**config.mk**
```make
export PLATFORM = sky130hd
export DESIGN_NAME = pscc_ctl
export DESIGN_NICKNAME = d
export VERILOG_FILES = /design/src/pscc_pkg.sv /design/src/pscc_timer.sv /design/src/pscc_ctl.sv
export VERILOG_INCLUDE_DIRS = /design/src /design/src/src
export SDC_FILE = /design/constraint.sdc
export NUM_CORES = 1
export LEC_CHECK = 0
export BUFFER_PORTS_ARGS = -buffer_cell sky130_fd_sc_hd__buf_2
export CORE_MARGIN = 5
export CORE_UTILIZATION = 55
export DETAILED_ROUTE_END_ITERATION = 16
export PLACE_DENSITY = 0.75
export SLEW_MARGIN = 20
export SYNTH_ARGS = -nofsm -noshare
export SYNTH_HDL_FRONTEND = slang
export SYNTH_SLANG_ARGS = --single-unit
```
**constraint.sdc**
```tcl
create_clock -name clk -period 31.8 [get_ports clk]
set_clock_uncertainty 0.05 [all_clocks]
set_input_delay 3.18 -clock clk [delete_from_list [all_inputs] [get_ports clk]]
set_output_delay 3.18 -clock clk [all_outputs]
set_load 0.03 [all_outputs]
```
**src/pscc_cfg.svh**
```systemverilog
// constants for the paper supply and cartridge tag controller: offsets, fields, times
// assumes a 50 MHz clock and a 32-bit Avalon-MM slave with byte addresses
//
// Behaviour
// - read tag: power-on, cover close, command
// - write tag periodically while printing, on command
// - tag failure or bad data: fault, stop printing
// - report cartridge presence from its sensor
// - paper late at path sensor: declare jam
// - separate paper-present bit per source
// - cassette installed if middle or lower switch
// - cassette pickup needs installed, correct media
// - switch groups read top, middle, bottom
// - width 100: letter, ledger, custom decode
// - width 001: executive, custom decode
// - cassette print command raises plate by lift_raise_r
// - lift up at power-on, insertion, job
// - idle after lift-up lowers the plate
// - no tray one without upper cassette
// - tray one pickup needs tray and paper
// - drive main, fuser motors and solenoids
// - top sensor held too long: stationary jam
`ifndef PSCC_CFG_SVH
`define PSCC_CFG_SVH

`define PSCC_CLK_KHZ        50000
`define PSCC_T_PICK_UP_MS   1500
`define PSCC_T_PICK_LO_MS   2800
`define PSCC_T_PICK_MP_MS   1100
`define PSCC_T_STAT_MS      400
`define PSCC_T_FDLY_MS      1500
`define PSCC_T_FSTAT_MS     2300
`define PSCC_T_WRAP_MS      700
`define PSCC_T_TAG_WR_MS    1000
`define PSCC_T_IDLE_MS      30000
`define PSCC_T_SOL_MS       100

`define PSCC_ADDR_CTRL      5'h00
`define PSCC_ADDR_TAGDATA   5'h04
`define PSCC_ADDR_STATUS    5'h08
`define PSCC_ADDR_SIZE      5'h0c
`define PSCC_ADDR_JAM       5'h10

`define PSCC_CTRL_TAG_RD    0
`define PSCC_CTRL_TAG_WR    1
`define PSCC_CTRL_PRINT     2
`define PSCC_CTRL_SRC_LO    4
`define PSCC_CTRL_CLR_JAM   8
`define PSCC_CTRL_CLR_FLT   9

`define PSCC_SRC_MP         2'h0
`define PSCC_SRC_UPPER      2'h1
`define PSCC_SRC_LOWER      2'h2

`define PSCC_JAM_PICK_DLY   0
`define PSCC_JAM_PICK_STAT  1
`define PSCC_JAM_FUSE_DLY   2
`define PSCC_JAM_FUSE_STAT  3
`define PSCC_JAM_WRAP       4
`define PSCC_JAM_DELIV_STAT 5
`define PSCC_NJAM           6

`define PSCC_SW_TOP         2
`define PSCC_SW_MID         1
`define PSCC_SW_BOT         0

`endif

```
**src/pscc_pkg.sv**
```systemverilog
// types shared by the paper supply and cartridge tag controller
// assumes nothing beyond a SystemVerilog compiler
package pscc_pkg;

	typedef enum logic [3:0] {
		PSCC_SZ_NONE      = 4'h0,
		PSCC_SZ_LETTER    = 4'h1,
		PSCC_SZ_LEDGER    = 4'h2,
		PSCC_SZ_EXECUTIVE = 4'h3,
		PSCC_SZ_CUSTOM    = 4'h4,
		PSCC_SZ_A4        = 4'h5,
		PSCC_SZ_A3        = 4'h6,
		PSCC_SZ_B5        = 4'h7,
		PSCC_SZ_B4        = 4'h8,
		PSCC_SZ_UNKNOWN   = 4'hf
	} pscc_size_t;

	typedef struct packed {
		logic top_of_page_sensor;
		logic prefeed_sensor;
		logic paper_loop_sensor;
		logic fuser_exit_sensor;
		logic bin_full_sensor;
		logic delivery_sensor;
	} pscc_path_t;

	typedef struct packed {
		logic       done;
		logic       fail;
		logic [7:0] rdata;
	} pscc_tag_rsp_t;

	typedef enum logic [3:0] {
		PSCC_LF_DOWN  = 4'h1,
		PSCC_LF_RAISE = 4'h2,
		PSCC_LF_UP    = 4'h4,
		PSCC_LF_LOWER = 4'h8
	} pscc_lift_st_t;

	typedef enum logic [3:0] {
		PSCC_PR_IDLE = 4'h1,
		PSCC_PR_LIFT = 4'h2,
		PSCC_PR_PICK = 4'h4,
		PSCC_PR_FEED = 4'h8
	} pscc_print_st_t;

	typedef enum logic [1:0] {
		PSCC_TG_IDLE = 2'h1,
		PSCC_TG_BUSY = 2'h2
	} pscc_tag_st_t;

endpackage : pscc_pkg

```
**src/pscc_timer.sv**
```systemverilog
// run-while-level timer: counts while run is high, restarts when run drops
// assumes limit is held steady while run is high
module pscc_timer #(
	parameter int W = 32
) (
	input  wire logic         clk,
	input  wire logic         reset,
	input  wire logic         run,
	input  wire logic [W-1:0] limit,
	output logic              expired
);
	initial begin
		if (W < 2 || W > 32) $error("pscc_timer: width out of range");
	end

	logic [W-1:0] cnt_r;

	// expired pulses once per run; a held run does not refire
	always_ff @(posedge clk or posedge reset) begin
		if (reset) begin
			cnt_r   <= '0;
			expired <= 1'b0;
		end else if (!run) begin
			cnt_r   <= '0;
			expired <= 1'b0;
		end else begin
			expired <= (cnt_r == limit - W'(1));
			if (cnt_r != limit) cnt_r <= cnt_r + W'(1);
		end
	end
endmodule : pscc_timer

```
**src/pscc_ctl.sv**
```systemverilog
// paper supply and cartridge tag controller: tag access, size decode, lifter, pickup, jams
// assumes synchronous sensor inputs and an Avalon-MM master holding each request
//
// Our own choices: register access over Avalon-MM and the register addresses.
`include "pscc_cfg.svh"
module pscc_ctl #(
	parameter int unsigned T_PICK_UP  = `PSCC_T_PICK_UP_MS * `PSCC_CLK_KHZ,
	parameter int unsigned T_PICK_LO  = `PSCC_T_PICK_LO_MS * `PSCC_CLK_KHZ,
	parameter int unsigned T_PICK_MP  = `PSCC_T_PICK_MP_MS * `PSCC_CLK_KHZ,
	parameter int unsigned T_STAT     = `PSCC_T_STAT_MS * `PSCC_CLK_KHZ,
	parameter int unsigned T_FDLY     = `PSCC_T_FDLY_MS * `PSCC_CLK_KHZ,
	parameter int unsigned T_FSTAT    = `PSCC_T_FSTAT_MS * `PSCC_CLK_KHZ,
	parameter int unsigned T_WRAP     = `PSCC_T_WRAP_MS * `PSCC_CLK_KHZ,
	parameter int unsigned T_TAG_WR   = `PSCC_T_TAG_WR_MS * `PSCC_CLK_KHZ,
	parameter int unsigned T_IDLE     = `PSCC_T_IDLE_MS * `PSCC_CLK_KHZ,
	parameter int unsigned T_SOL      = `PSCC_T_SOL_MS * `PSCC_CLK_KHZ
) (
	input  wire logic                  clk,
	input  wire logic                  reset,
	input  wire logic [4:0]            avs_address,
	input  wire logic                  avs_read,
	input  wire logic                  avs_write,
	input  wire logic [31:0]           avs_writedata,
	input  wire logic [3:0]            avs_byteenable,
	output logic [31:0]                avs_readdata,
	output logic                       avs_waitrequest,
	input  wire logic                  cover_closed,
	input  wire logic                  cartridge_presence_sensor,
	input  wire logic                  mp_tray_paper_sensor,
	input  wire logic                  mp_tray_closed,
	input  wire logic                  upper_cassette_paper_sensor,
	input  wire logic                  lower_cassette_paper_sensor,
	input  wire logic [2:0]            upper_length_switches,
	input  wire logic [2:0]            lower_length_switches,
	input  wire logic [2:0]            upper_width_switches,
	input  wire logic [2:0]            lower_width_switches,
	input  wire logic                  cassette_media_ok,
	input  wire logic                  upper_lifter_position_sensor,
	input  wire logic                  lower_lifter_position_sensor,
	input  wire pscc_pkg::pscc_path_t  path,
	input  wire pscc_pkg::pscc_tag_rsp_t tag_rsp,
	output logic                       tag_req_r,
	output logic                       tag_we_r,
	output logic [7:0]                 tag_wdata_r,
	output logic                       main_motor_r,
	output logic                       fuser_motor_r,
	output logic                       cassette_pick_sol_r,
	output logic                       cassette_sel_lower_r,
	output logic                       mp_pick_sol_r,
	output logic [1:0]                 lift_raise_r,
	output logic [1:0]                 lift_lower_r,
	output logic                       jam_flag_r,
	output logic                       cart_fault_r
);
	initial begin
		if (T_PICK_UP < 2 || T_PICK_LO < 2 || T_PICK_MP < 2 || T_STAT < 2 || T_FDLY < 2 ||
			T_FSTAT < 2 || T_WRAP < 2 || T_TAG_WR < 2 || T_IDLE < 2 || T_SOL < 2)
			$error("pscc_ctl: timer periods must be at least two cycles");
	end

	////////////////////////////////////////////////////////////////////////////////////////////
	// size decode and installation

	function automatic logic inst_of(input logic [2:0] len);
		inst_of = len[`PSCC_SW_MID] | len[`PSCC_SW_BOT];
	endfunction : inst_of

	// index 2 top, 1 middle, 0 bottom; a one means the switch is active
	function automatic pscc_pkg::pscc_size_t size_of(input logic [2:0] wid, input logic [2:0] len);
		size_of = pscc_pkg::PSCC_SZ_UNKNOWN;
		case (len)
			3'h4: begin
				case (wid)
					3'h4: size_of = pscc_pkg::PSCC_SZ_LETTER;
					3'h1: size_of = pscc_pkg::PSCC_SZ_EXECUTIVE;
					3'h7: size_of = pscc_pkg::PSCC_SZ_B5;
					3'h0: size_of = pscc_pkg::PSCC_SZ_A4;
					default: size_of = pscc_pkg::PSCC_SZ_UNKNOWN;
				endcase
			end
			3'h5: begin
				case (wid)
					3'h4, 3'h1, 3'h7, 3'h0: size_of = pscc_pkg::PSCC_SZ_CUSTOM;
					default: size_of = pscc_pkg::PSCC_SZ_UNKNOWN;
				endcase
			end
			3'h6: begin
				case (wid)
					3'h4: size_of = pscc_pkg::PSCC_SZ_LEDGER;
					3'h1: size_of = pscc_pkg::PSCC_SZ_CUSTOM;
					3'h7: size_of = pscc_pkg::PSCC_SZ_B4;
					3'h0: size_of = pscc_pkg::PSCC_SZ_A3;
					default: size_of = pscc_pkg::PSCC_SZ_UNKNOWN;
				endcase
			end
			default: size_of = pscc_pkg::PSCC_SZ_UNKNOWN;
		endcase
	endfunction : size_of

	logic [1:0] inst_r;
	logic [1:0] inst_q_r;
	logic [1:0] lifter_sens;
	logic [1:0] paper_cass;
	logic       pwr_up_r;
	logic       cover_q_r;
	pscc_pkg::pscc_path_t path_q_r;

	assign lifter_sens = {lower_lifter_position_sensor, upper_lifter_position_sensor};
	assign paper_cass  = {lower_cassette_paper_sensor, upper_cassette_paper_sensor};

	// pwr_up_r is high for the first cycle after reset release and starts the power-on tag read
	always_ff @(posedge clk or posedge reset) begin
		if (reset) begin
			inst_r    <= 2'h0;
			inst_q_r  <= 2'h0;
			pwr_up_r  <= 1'b1;
			cover_q_r <= 1'b0;
			path_q_r  <= '0;
		end else begin
			inst_r    <= {inst_of(lower_length_switches), inst_of(upper_length_switches)};
			inst_q_r  <= inst_r;
			pwr_up_r  <= 1'b0;
			cover_q_r <= cover_closed;
			path_q_r  <= path;
		end
	end

	////////////////////////////////////////////////////////////////////////////////////////////
	// register bus: one wait state, answer on the second edge of a request

	logic        acc_r;
	logic        rd_cmd_r;
	logic        wr_cmd_r;
	logic        prn_cmd_r;
	logic        clr_jam_r;
	logic        clr_flt_r;
	logic [1:0]  src_r;
	logic [7:0]  wdata_reg_r;
	logic [7:0]  expect_r;
	logic [31:0] rd_nxt;
	logic        ctrl_wr;
	logic [`PSCC_NJAM-1:0] jam_r;
	logic        refused_r;
	logic [7:0]  tag_last_r;
	pscc_pkg::pscc_lift_st_t  lf_r [2];
	pscc_pkg::pscc_print_st_t pr_r;
	pscc_pkg::pscc_tag_st_t   tg_r;

	assign ctrl_wr = avs_write && !avs_waitrequest && avs_address == `PSCC_ADDR_CTRL;

	always_comb begin
		rd_nxt = 32'h0;
		case (avs_address)
			`PSCC_ADDR_CTRL:    rd_nxt = {26'h0, src_r, 4'h0};
			`PSCC_ADDR_TAGDATA: rd_nxt = {16'h0, expect_r, wdata_reg_r};
			`PSCC_ADDR_STATUS:  rd_nxt = {12'h0, refused_r, path_q_r.bin_full_sensor, lf_r[1], lf_r[0],
				pr_r != pscc_pkg::PSCC_PR_IDLE, tg_r == pscc_pkg::PSCC_TG_BUSY, cart_fault_r, jam_flag_r,
				inst_r, cartridge_presence_sensor, lower_cassette_paper_sensor,
				upper_cassette_paper_sensor, mp_tray_paper_sensor};
			`PSCC_ADDR_SIZE:    rd_nxt = {16'h0, tag_last_r, size_of(lower_width_switches, lower_length_switches),
				size_of(upper_width_switches, upper_length_switches)};
			`PSCC_ADDR_JAM:     rd_nxt = {{(32-`PSCC_NJAM){1'b0}}, jam_r};
			default:            rd_nxt = 32'h0;
		endcase
	end

	always_ff @(posedge clk or posedge reset) begin
		if (reset) begin
			avs_waitrequest <= 1'b1;
			avs_readdata    <= 32'h0;
			acc_r           <= 1'b0;
		end else begin
			acc_r           <= (avs_read || avs_write) && avs_waitrequest && !acc_r;
			avs_waitrequest <= !((avs_read || avs_write) && avs_waitrequest && !acc_r);
			if (avs_read && avs_waitrequest) avs_readdata <= rd_nxt;
		end
	end

	// command bits are one-cycle pulses from a write to the control word
	always_ff @(posedge clk or posedge reset) begin
		if (reset) begin
			rd_cmd_r    <= 1'b0;
			wr_cmd_r    <= 1'b0;
			prn_cmd_r   <= 1'b0;
			clr_jam_r   <= 1'b0;
			clr_flt_r   <= 1'b0;
			src_r       <= `PSCC_SRC_UPPER;
			wdata_reg_r <= 8'h0;
			expect_r    <= 8'h0;
		end else begin
			rd_cmd_r  <= ctrl_wr && avs_byteenable[0] && avs_writedata[`PSCC_CTRL_TAG_RD];
			wr_cmd_r  <= ctrl_wr && avs_byteenable[0] && avs_writedata[`PSCC_CTRL_TAG_WR];
			prn_cmd_r <= ctrl_wr && avs_byteenable[0] && avs_writedata[`PSCC_CTRL_PRINT];
			clr_jam_r <= ctrl_wr && avs_byteenable[1] && avs_writedata[`PSCC_CTRL_CLR_JAM];
			clr_flt_r <= ctrl_wr && avs_byteenable[1] && avs_writedata[`PSCC_CTRL_CLR_FLT];
			if (ctrl_wr && avs_byteenable[0]) src_r <= avs_writedata[`PSCC_CTRL_SRC_LO +: 2];
			if (avs_write && !avs_waitrequest && avs_address == `PSCC_ADDR_TAGDATA) begin
				if (avs_byteenable[0]) wdata_reg_r <= avs_writedata[7:0];
				if (avs_byteenable[1]) expect_r <= avs_writedata[15:8];
			end
		end
	end

	////////////////////////////////////////////////////////////////////////////////////////////
	// cartridge memory tag

	logic rd_pend_r;
	logic wr_pend_r;
	logic tag_tick;
	logic tag_bad;
	logic printing;

	assign printing = pr_r != pscc_pkg::PSCC_PR_IDLE;
	// a read must return the software check byte; a write must echo the byte sent
	assign tag_bad  = tag_rsp.fail || (tag_we_r ? tag_rsp.rdata != tag_wdata_r : tag_rsp.rdata != expect_r);

	pscc_timer u_tag_tmr (
		.clk     (clk),
		.reset   (reset),
		.run     (printing && !cart_fault_r && !tag_tick),
		.limit   (T_TAG_WR),
		.expired (tag_tick)
	);

	// new requests win over the clear made by starting an access
	always_ff @(posedge clk or posedge reset) begin
		if (reset) begin
			rd_pend_r <= 1'b0;
			wr_pend_r <= 1'b0;
		end else begin
			if (pwr_up_r || (cover_closed && !cover_q_r) || rd_cmd_r) rd_pend_r <= 1'b1;
			else if (tg_r == pscc_pkg::PSCC_TG_IDLE) rd_pend_r <= 1'b0;
			if (tag_tick || wr_cmd_r) wr_pend_r <= 1'b1;
			else if (tg_r == pscc_pkg::PSCC_TG_IDLE && !rd_pend_r) wr_pend_r <= 1'b0;
		end
	end

	always_ff @(posedge clk or posedge reset) begin
		if (reset) begin
			tg_r         <= pscc_pkg::PSCC_TG_IDLE;
			tag_req_r    <= 1'b0;
			tag_we_r     <= 1'b0;
			tag_wdata_r  <= 8'h0;
			tag_last_r   <= 8'h0;
			cart_fault_r <= 1'b0;
		end else begin
			case (tg_r)
				pscc_pkg::PSCC_TG_IDLE: begin
					if (rd_pend_r || wr_pend_r) begin
						tg_r        <= pscc_pkg::PSCC_TG_BUSY;
						tag_req_r   <= 1'b1;
						tag_we_r    <= !rd_pend_r;
						tag_wdata_r <= wdata_reg_r;
					end
				end
				pscc_pkg::PSCC_TG_BUSY: begin
					if (tag_rsp.done) begin
						tg_r       <= pscc_pkg::PSCC_TG_IDLE;
						tag_req_r  <= 1'b0;
						tag_last_r <= tag_rsp.rdata;
					end
				end
				default: begin
					tg_r      <= pscc_pkg::PSCC_TG_IDLE;
					tag_req_r <= 1'b0;
				end
			endcase
			if (tg_r == pscc_pkg::PSCC_TG_BUSY && tag_rsp.done && tag_bad) cart_fault_r <= 1'b1;
			else if (clr_flt_r) cart_fault_r <= 1'b0;
		end
	end

	////////////////////////////////////////////////////////////////////////////////////////////
	// lifting plates, one per cassette

	logic [1:0] idle_exp;
	logic [1:0] job_lift;

	genvar gi;
	generate
		for (gi = 0; gi < 2; gi++) begin : g_lift
			pscc_timer u_idle (
				.clk     (clk),
				.reset   (reset),
				.run     (lf_r[gi] == pscc_pkg::PSCC_LF_UP && !printing),
				.limit   (T_IDLE),
				.expired (idle_exp[gi])
			);

			always_ff @(posedge clk or posedge reset) begin
				if (reset) begin
					lf_r[gi]         <= pscc_pkg::PSCC_LF_DOWN;
					lift_raise_r[gi] <= 1'b0;
					lift_lower_r[gi] <= 1'b0;
				end else begin
					case (lf_r[gi])
						pscc_pkg::PSCC_LF_DOWN, pscc_pkg::PSCC_LF_LOWER: begin
							if (inst_r[gi] && (pwr_up_r || (inst_r[gi] && !inst_q_r[gi]) || job_lift[gi])) begin
								lf_r[gi]         <= pscc_pkg::PSCC_LF_RAISE;
								lift_raise_r[gi] <= 1'b1;
								lift_lower_r[gi] <= 1'b0;
							end else if (lf_r[gi] == pscc_pkg::PSCC_LF_LOWER && !lifter_sens[gi]) begin
								lf_r[gi]         <= pscc_pkg::PSCC_LF_DOWN;
								lift_lower_r[gi] <= 1'b0;
							end
						end
						pscc_pkg::PSCC_LF_RAISE: begin
							if (lifter_sens[gi] || !inst_r[gi]) begin
								lf_r[gi]         <= lifter_sens[gi] ? pscc_pkg::PSCC_LF_UP : pscc_pkg::PSCC_LF_DOWN;
								lift_raise_r[gi] <= 1'b0;
							end
						end
						pscc_pkg::PSCC_LF_UP: begin
							if (!inst_r[gi])
								lf_r[gi] <= pscc_pkg::PSCC_LF_DOWN;
							else if (idle_exp[gi]) begin
								lf_r[gi]         <= pscc_pkg::PSCC_LF_LOWER;
								lift_lower_r[gi] <= 1'b1;
							end
						end
						default: begin
							lf_r[gi]         <= pscc_pkg::PSCC_LF_DOWN;
							lift_raise_r[gi] <= 1'b0;
							lift_lower_r[gi] <= 1'b0;
						end
					endcase
				end
			end
		end
	endgenerate

	////////////////////////////////////////////////////////////////////////////////////////////
	// pickup and feed

	logic       src_ok;
	logic       jam_any;
	logic       halt;
	logic       sol_exp;
	logic [1:0] cidx;

	assign cidx = (src_r == `PSCC_SRC_LOWER) ? 2'h1 : 2'h0;
	assign src_ok = (src_r == `PSCC_SRC_MP) ? (inst_r[0] && mp_tray_closed && mp_tray_paper_sensor) :
		(src_r == `PSCC_SRC_UPPER || src_r == `PSCC_SRC_LOWER) &&
		inst_r == 2'h3 && cassette_media_ok && paper_cass[cidx[0]];
	assign jam_any = |jam_r;
	assign halt    = jam_any || cart_fault_r;
	assign job_lift = (prn_cmd_r && pr_r == pscc_pkg::PSCC_PR_IDLE && src_ok && !halt && src_r != `PSCC_SRC_MP) ?
		(cidx[0] ? 2'h2 : 2'h1) : 2'h0;

	pscc_timer u_sol (
		.clk     (clk),
		.reset   (reset),
		.run     (pr_r == pscc_pkg::PSCC_PR_PICK),
		.limit   (T_SOL),
		.expired (sol_exp)
	);

	always_ff @(posedge clk or posedge reset) begin
		if (reset) begin
			pr_r                 <= pscc_pkg::PSCC_PR_IDLE;
			main_motor_r         <= 1'b0;
			fuser_motor_r        <= 1'b0;
			cassette_pick_sol_r  <= 1'b0;
			cassette_sel_lower_r <= 1'b0;
			mp_pick_sol_r        <= 1'b0;
			refused_r            <= 1'b0;
		end else begin
			if (prn_cmd_r && pr_r == pscc_pkg::PSCC_PR_IDLE && (!src_ok || halt)) refused_r <= 1'b1;
			else if (clr_jam_r) refused_r <= 1'b0;
			if (halt && pr_r != pscc_pkg::PSCC_PR_IDLE) begin
				pr_r                <= pscc_pkg::PSCC_PR_IDLE;
				main_motor_r        <= 1'b0;
				fuser_motor_r       <= 1'b0;
				cassette_pick_sol_r <= 1'b0;
				mp_pick_sol_r       <= 1'b0;
			end else begin
				case (pr_r)
					pscc_pkg::PSCC_PR_IDLE: begin
						if (prn_cmd_r && src_ok && !halt) begin
							pr_r                 <= (src_r == `PSCC_SRC_MP) ? pscc_pkg::PSCC_PR_PICK : pscc_pkg::PSCC_PR_LIFT;
							cassette_sel_lower_r <= cidx[0];
							main_motor_r         <= 1'b1;
							fuser_motor_r        <= 1'b1;
							mp_pick_sol_r        <= src_r == `PSCC_SRC_MP;
						end
					end
					pscc_pkg::PSCC_PR_LIFT: begin
						if (lf_r[cidx[0]] == pscc_pkg::PSCC_LF_UP) begin
							pr_r                <= pscc_pkg::PSCC_PR_PICK;
							cassette_pick_sol_r <= 1'b1;
						end
					end
					pscc_pkg::PSCC_PR_PICK: begin
						if (sol_exp) begin
							pr_r                <= pscc_pkg::PSCC_PR_FEED;
							cassette_pick_sol_r <= 1'b0;
							mp_pick_sol_r       <= 1'b0;
						end
					end
					pscc_pkg::PSCC_PR_FEED: begin
						if (path_q_r.fuser_exit_sensor && !path.fuser_exit_sensor) begin
							pr_r          <= pscc_pkg::PSCC_PR_IDLE;
							main_motor_r  <= 1'b0;
							fuser_motor_r <= 1'b0;
						end
					end
					default: pr_r <= pscc_pkg::PSCC_PR_IDLE;
				endcase
			end
		end
	end

	////////////////////////////////////////////////////////////////////////////////////////////
	// jam detection: each timer runs while its sheet is awaited or held at a sensor, and fires once it is overdue

	logic                  pick_pend_r;
	logic                  fdly_pend_r;
	logic                  fstat_pend_r;
	logic                  tof_rise;
	logic                  fex_rise;
	logic [`PSCC_NJAM-1:0] jam_run;
	logic [`PSCC_NJAM-1:0] jam_hit;
	logic [31:0]           jam_lim [`PSCC_NJAM];

	assign tof_rise = path.top_of_page_sensor && !path_q_r.top_of_page_sensor;
	assign fex_rise = path.fuser_exit_sensor && !path_q_r.fuser_exit_sensor;
	assign jam_run[`PSCC_JAM_PICK_DLY]   = pick_pend_r;
	assign jam_run[`PSCC_JAM_PICK_STAT]  = path.top_of_page_sensor && printing;
	assign jam_run[`PSCC_JAM_FUSE_DLY]   = fdly_pend_r;
	assign jam_run[`PSCC_JAM_FUSE_STAT]  = fstat_pend_r;
	assign jam_run[`PSCC_JAM_WRAP]       = path.fuser_exit_sensor && printing;
	assign jam_run[`PSCC_JAM_DELIV_STAT] = path.delivery_sensor && printing;
	assign jam_lim[`PSCC_JAM_PICK_DLY]   = (src_r == `PSCC_SRC_MP) ? T_PICK_MP : cidx[0] ? T_PICK_LO : T_PICK_UP;
	assign jam_lim[`PSCC_JAM_PICK_STAT]  = T_STAT;
	assign jam_lim[`PSCC_JAM_FUSE_DLY]   = T_FDLY;
	assign jam_lim[`PSCC_JAM_FUSE_STAT]  = T_FSTAT;
	assign jam_lim[`PSCC_JAM_WRAP]       = T_WRAP;
	assign jam_lim[`PSCC_JAM_DELIV_STAT] = T_FSTAT;

	generate
		for (gi = 0; gi < `PSCC_NJAM; gi++) begin : g_jam
			pscc_timer u_jam (
				.clk     (clk),
				.reset   (reset),
				.run     (jam_run[gi]),
				.limit   (jam_lim[gi]),
				.expired (jam_hit[gi])
			);
		end
	endgenerate

	always_ff @(posedge clk or posedge reset) begin
		if (reset) begin
			pick_pend_r  <= 1'b0;
			fdly_pend_r  <= 1'b0;
			fstat_pend_r <= 1'b0;
		end else begin
			pick_pend_r  <= pr_r == pscc_pkg::PSCC_PR_PICK ? 1'b1 : (pick_pend_r && !tof_rise && printing);
			fdly_pend_r  <= tof_rise ? 1'b1 : (fdly_pend_r && !fex_rise && printing);
			fstat_pend_r <= tof_rise ? 1'b1 :
				(fstat_pend_r && !(path_q_r.fuser_exit_sensor && !path.fuser_exit_sensor) && printing);
		end
	end

	// a jam arriving with the clear stays set
	always_ff @(posedge clk or posedge reset) begin
		if (reset) begin
			jam_r      <= '0;
			jam_flag_r <= 1'b0;
		end else begin
			jam_r      <= jam_hit | (clr_jam_r ? '0 : jam_r);
			jam_flag_r <= |(jam_hit | (clr_jam_r ? '0 : jam_r));
		end
	end
endmodule : pscc_ctl

```
==> metrics.md, run 1 <==
| Metric | Value |
|---|---|
| Critical path class | in -> reg |
| Worst r2r src | src_r[0] |
| Internal Power | approximately 0.96 mW |
| Fin. max-slew vios | 0 |
| Cell taking the most area after synthesis | dfrtp_1 |
| First-pass GRT wire length | roughly 86000 µm |
| Via count | roughly 17000 |
| R2r worst-path depth | 7 |
| # DRC | 0 |
| CP max stage cell | nor4bb_1 |
| Antenna violations before repair | 4 |
| Post-CTS Hold Fix Bufs | 0 |
| Total Routing Usage GR | 22.72% |
| Clock Sinks | between 400 and 500 |
| DR WL/cell | 17.05 µm |
| Post-synth EDFFs | 0 |
| Ys async rst share | 100.0% |
| Worst EP arrival | 5.37 ns |
| Clock network power share | 43.7% |
| Vias/cell | ~5.9 |
| Seq pwr share | a little under half |
| Critical Path Max Stage Delay | around 0.96 ns |
| Synth Register Bits | approximately 440 |
| PwrDens | 51.13 nW/µm² |
| Final min period | 4.972 ns |
| Die area | about 45000 µm² |
| Initial Util | ~56% |
| FMAX | 201.1 MHz |
| Num CTS Buffers | 46 |
| Register area share after synthesis | ~48% |
| RSZ-0062 raised after global routing | false |
| Worst setup EP type | flip-flop |
| Vias in the first global route | approximately 17000 |
| Post_cts resized | 0 |
| GPL Wtd Cong | roughly 0.84 |
| Crit. Startpoint | avs_address[3] |
| Worst setup endpoint | wdata_reg_r[0] |
| Clk buf depth | 3 |
| Clock Root Buffer | clkbuf_16 |
| CTS tree | done |
| P_leak | roughly 10 nW |
| Syn. warnings | 0 |
| Area added between synthesis and finish | 11.23% |
| WP data required | approximately 32 ns |
| Hold Path Class | reg -> reg |
| Die X | 212.9 µm |
| Site Rows | 74 |
| I/O pin total | approximately 140 |
| WP depth | 4 |
| HPWL Detailed | ~35000 µm |
| Combinational power share | under 10% |
| Port bufs | 103 |
| Mapped Avg Cell Area | 9.681 µm² |
| Most frequent cell after synthesis | dfrtp_1 |
| Max Cap Viol | 0 |
| DRT iter0 DRCs | approximately 1100 |
| Flop-to-flop setup slack | between 20 and 30 ns |
| Post-CTS Setup Inserts | 0 |
| Pin count of the biggest net entering global routing | 181 |
| CP delay by family, top | simple AND/OR/NAND/NOR gates |
| Number of distinct library cells after synthesis | 76 |
| Total negative slack | 0 ns |
| Drt pass-1 iters | 5 |
| Crit-path cells | buf_2, nor4bb_1, nand2_1, mux2_2 |
| Clock slew at reported path FFs | 0.06 ns |
| Routed WL | between 50000 and 60000 µm |
| Clock Latency Late Sink | approximately 0.58 ns |
| Psw | ~0.33 mW |
| Top FF cell, synth | dfrtp_1 |
| H-Tree Depth | 2 |
| Nets@finish | approximately 2500 |
| Period utilisation layout | about 16% |
| Slew HR | between 20% and 30% |
| Final Hold Violating Endpoints | 0 |
| Buf/Inv on CP | 1 |
| Die height | about 210 µm |
| Synth Instances | roughly 2300 |
| Worst hold slack | 0.3767 ns |
| Total grt overflow | 0 |
| Peak VDD IR | ~0.000044 V |
| Worst slew pin tran | roughly 1.1 ns |
| CP Max Fanout | 35 |
| Critical R2R Capture | lift_lower_r[0] |
| Post-route ant nets | 0 |
| Synth top area share | between 40% and 50% |
| Startpoint types | primary input |
| Final setup viols | 0 |
| Area contributors post-synth | dfrtp_1, xnor2_1, xor2_1 |
| Outcome | finished clean |
| Synth top cells by count | dfrtp_1, nor2_1, nand2_1 |
| Area of the core | 40740 µm² |
| Syn Std Cell Area | 22640 µm² |
| Switch share | 25.26% |
| Layout cell share with drive strength beyond 1 | 11.42% |
## stage by stage
step / util, % / setup slack (ns) / cell area, µm² / total power, mW / std cells
2_1_floorplan: - / 16.41 / 22690 / 0.6961 / 2351
3_3_place_gp: 57.81 / 26.27 / 23550 / 0.7294 / 2899
3_5_place_dp: 57.84 / 26.22 / 23560 / 0.7340 / 2899
4_1_cts: 61.78 / 26.82 / 25170 / 1.302 / 2983
5_1_grt: 61.82 / 26.45 / 25180 / 1.341 / 2986
6_report: 61.82 / 26.83 / 25190 / 1.288 / 2987
## layout by cell type, fill, tap and decap left out, drive strengths merged, types with 57 or more instances in the layout
| cell type | instances |
|---|---|
| nor2 | 254 |
| nor3 | 78 |
| buf | 115 |
| xor2 | 134 |
| nand4 | 89 |
| and2 | 89 |
| dfrtp | 430 |
| nand3 | 141 |
| nand2 | 175 |
| nor4 | 77 |
| xnor2 | 145 |
| o21ai | 75 |
| inv | 65 |
| and3 | 57 |
## how the worst min path moves through the flow
| stage | start | to | slack [ns] | cells past startpoint |
|---|---|---|---|---|
| 5_1_grt | clr_flt_r | cart_fault_r | 0.41 | 1 |
| 4_1_cts | clr_flt_r | cart_fault_r | 0.38 | 1 |
| 3_3_place_gp | clr_flt_r | cart_fault_r | 0.37 | 1 |
| 3_5_place_dp | rd_cmd_r | rd_pend_r | 0.37 | 1 |
| 2_1_floorplan | inst_r[1] | inst_q_r[1] | 0.32 | 0 |
| 6_report | clr_flt_r | cart_fault_r | 0.38 | 1 |
## power by group through the flow
stage          Clock, mW  Combinational, mW  Sequential (mW)
2_1_floorplan          0             0.0828            0.613
3_3_place_gp           0              0.118            0.612
3_5_place_dp           0              0.121            0.613
4_1_cts            0.577              0.122            0.603
5_1_grt            0.601              0.133            0.607
6_report           0.562              0.121            0.604
## state kept, by name, summed over array words and instances (netlist names), 2 cells and up
name and count:
pr_r 4, expect_r 8, g_lift.u_idle.cnt_r 64, jam_r 6, avs_readdata 20, g_lift.u_idle.expired 2, src_r 2, lift_raise_r 2
u_tag_tmr.cnt_r 32, lift_lower_r 2, tag_wdata_r 8, tag_last_r 8, inst_r 2, lf_r 8, g_jam.u_jam.cnt_r 192, inst_q_r 2
wdata_reg_r 8, path_q_r 3, u_sol.cnt_r 32, g_jam.u_jam.expired 6
## worst register-to-register path, cell delays in order, from the launching register on
cell     delay, ns
dfstp_2       0.51
inv_1         0.11
ha_1          0.40
a21bo_2       0.29
nand4_1       0.19
o31ai_1       0.95
a21oi_1       0.23
o22a_1        0.21
## area by class of cell
| type | count | area (µm²) |
|---|---|---|
| fill | 3356 | 15550 |
| multi-input combinational | 1752 | 11100 |
| sequential | 437 | 10940 |
| clock buffer | 56 | 1282 |
| tap | 532 | 665.6 |
| timing repair buffer | 115 | 618.1 |
| clock inverter | 28 | 320.3 |
| inverter | 63 | 244.0 |
| antenna | 4 | 10.01 |
## per-layer routing
layer,up-vias,track usage (%),wire length [µm]
li1,8357,-,-
met1,8658,31.29,22750
met2,375,36.87,24350
met3,106,4.305,2539
met4,0,7.129,1299
met5,-,0,0
## cell families after synthesis
| logic type | after synthesis | share of synthesized area, % |
|---|---|---|
| simple gates | 1165 | 27.80 |
| flops | 437 | 48.33 |
| xor+xnor | 279 | 10.79 |
| compound gates | 202 | 5.559 |
| buf+inv | 162 | 2.929 |
| mux | 69 | 3.244 |
| fa+ha+maj | 24 | 1.326 |
| other cells | 1 | 0.01656 |
(Power assumes the default switching activity.)
==> inputs of run 2 (changes only) <==
--- a/config.mk
+++ b/config.mk
@@ -10,7 +10,7 @@
 export CORE_MARGIN = 5
 export CORE_UTILIZATION = 55
 export DETAILED_ROUTE_END_ITERATION = 16
-export PLACE_DENSITY = 0.75
+export PLACE_DENSITY = 0.78
 export SLEW_MARGIN = 20
 export SYNTH_ARGS = -nofsm -noshare
 export SYNTH_HDL_FRONTEND = slang
==> constraint.sdc (replaced) <==
create_clock -name clk -period 4.3 [get_ports clk]
set_clock_uncertainty 0.05 [all_clocks]
set_input_delay 0.43 -clock clk [delete_from_list [all_inputs] [get_ports clk]]
set_output_delay 0.43 -clock clk [all_outputs]
set_load 0.03 [all_outputs]
==> run 2 against run 1 <==
Compared with the run above:
- register-to-register slack got worse by 27 ns
- non-clock buffer count is 5 higher
- die area did not move
- clock power rose to 7.5 times the previous value
- sequential share of layout area shrank 0.13 points
- hold slack lost 0.36 ns
- combinational power rose to 7.6 times the previous value
- worst setup slack worse by 25 ns
- sequential power rose to 7.4 times the previous value
- critical path depth grew 3
- critical path type is now reg -> reg
- largest power group unchanged
==> metrics.md, run 2 (same netlist as run 1, synthesis figures left out) <==
| Metric | Value |
|---|---|
| Vias/cell | 5.921 |
| Worst r2r src | src_r[0] |
| # DRC | 0 |
| Total Power | around 9.6 mW |
| Flop-to-flop setup slack | between 1 and 1.5 ns |
| Antenna violations before repair | 4 |
| PwrDens | roughly 380 nW/µm² |
| Commonest non-fill, non-tap cell in the layout | dfrtp_1 |
| Placed cell areas | roughly 24000 µm² |
| Worst EP arrival | ~3.4 ns |
| H-Tree Depth | 2 |
| Via count | 17710 |
| P_leak | around 10 nW |
| GPL Wtd Cong | 0.8916 |
| Initial Util | between 50 and 60% |
| Clock Sinks | 437 |
| Area added between synthesis and finish | 11.57% |
| Worst slew pin tran | around 1.0 ns |
| Critical path class | reg -> reg |
| Top flop regs | g_jam.u_jam.cnt_r (192), g_lift.u_idle.cnt_r (64) |
| Routed WL | about 52000 µm |
| Num CTS Buffers | 47 |
| I/O pin total | between 100 and 150 |
| CP Max Fanout | 14 |
| Fin. max-slew vios | 0 |
| Clock Root Buffer | clkbuf_16 |
| CP max stage cell | o31ai_1 |
| Final Hold Violating Endpoints | 0 |
| Total grt overflow | 0 |
| Port bufs | 103 |
| Critical Path Max Stage Delay | ~0.86 ns |
| Slew HR | 29.79% |
| Post_cts resized | 0 |
| Number of fill cells in the layout | roughly 3300 |
| Area of the core | just over 40000 µm² |
| R2r worst-path depth | 7 |
| Clock Latency Late Sink | about 0.58 ns |
| Die X | 212.9 µm |
| Max Cap Viol | 0 |
| Die height | around 210 µm |
| Clock slew at reported path FFs | ~0.06 ns |
| Dpl cells | ~2900 |
| Post-Layout Inst Area | roughly 25000 µm² |
| Hold Path Class | in -> async |
| DR WL/cell | 17.36 µm |
| Final min period | 2.970 ns |
| Outcome | finished clean |
| Clk buf depth | 3 |
| Biggest register | g_jam.u_jam.cnt_r |
| Peak VDD IR | approximately 0.00029 V |
| Final setup viols | 0 |
| CTS tree | done |
| Period utilisation layout | 69.06% |
| Drt pass-1 iters | 5 |
| Vias in the first global route | 17420 |
| Post-route ant nets | 0 |
| HPWL Detailed | between 30000 and 40000 µm |
| Total Routing Usage GR | 22.95% |
| FMAX | between 300 and 400 MHz |
| Startpoint types | flip-flop |
| Commonest non-fill, non-tap cells in the layout | dfrtp_1, nor2_1, nand2_1 |
| Final cell count without fillers | between 2000 and 3000 |
| Worst setup EP type | flip-flop |
| First-pass GRT wire length | slightly below 90000 µm |
| WP data required | 4.71 ns |
| Pin count of the biggest net entering global routing | ~130 |
| Site Rows | 74 |
| DRT iter0 DRCs | approximately 1400 |
| RSZ-0062 raised after global routing | false |
| Die area | between 40000 and 50000 µm² |
| Post-CTS Setup Inserts | 0 |
| Nets@finish | between 2000 and 3000 |
| Max reg flops | approximately 190 |
| Critical R2R Capture | lift_lower_r[0] |
| Layout cell share with drive strength beyond 1 | 11.31% |
| Crit-path cells | inv_1, ha_1, a21bo_2, nand4_1, o31ai_1, a21oi_1, o22a_1 |
-- run 2: worst max-delay path by stage --
| stage | start | to | slack [ns] | cells past startpoint |
|---|---|---|---|---|
| finish | src_r[0] | lift_lower_r[0] | 1.33 | 7 |
| global route | pr_r[0] | lf_r[3] | 1.11 | 5 |
| CTS | pr_r[0] | lift_lower_r[0] | 1.39 | 5 |
| detailed placement | pr_r[0] | lift_lower_r[0] | 1.41 | 5 |
| global placement | pr_r[0] | lift_lower_r[0] | 1.49 | 5 |
| floorplan | reset | acc_r | -2.08 | 1 |
-- run 2: per-stage QoR --
stage | util [%] | hold WS, ns | worst slack [ns] | TNS, ns
finish | 62.01 | 0.01490 | 1.330 | 0
global route | 62.01 | 0.02057 | 1.111 | 0
CTS | 61.99 | 0.01234 | 1.388 | 0
detailed placement | 57.94 | 0.3740 | 1.415 | 0
global placement | 57.90 | 0.3626 | 1.486 | 0
floorplan | - | 0.3219 | -2.078 | -896.47
-- run 2: final cells by class --
class / instances / area [µm²] / area share (%)
multi-input cells: 1752 / 11100 / 43.94
flip-flops and latches: 437 / 10940 / 43.32
inverters: 63 / 240.2 / 0.9509
clock buffers: 67 / 1361 / 5.389
clock inverters: 18 / 259.0 / 1.025
repair buffers: 120 / 688.2 / 2.724
diodes: 2 / 5.005 / 0.01981
well taps: 532 / 665.6 / 2.635
-- run 2: critical path: cells and delay by family, from the launching register on --
family | cells | cell delay, ns
AOI/OAI and AO/OA | 4 | 1.56
adders and majority gates | 1 | 0.42
buffers and inverters | 1 | 0.10
DFF | 1 | 0.51
and+or+nand+nor | 1 | 0.20
-- run 2: routing by layer --
metal	routed length, µm	up-vias	track usage [%]
met4	1286	0	6.334
met5	0	-	0
met1	23010	8789	31.79
met3	2829	104	3.923
met2	24790	459	37.77
li1	-	8357	-
-- run 2: timing repair --
item                                    in CTS  in global routing
hold buffers                                 3                  0
endpoints found under the hold margin        3                  0
endpoints found under the setup margin       0                  0
-- run 2: power by group --
part           total [mW]  switching, mW  internal, mW
combinational       0.919          0.570         0.349
sequential           4.47          0.186          4.28
clock                4.23           1.67          2.56
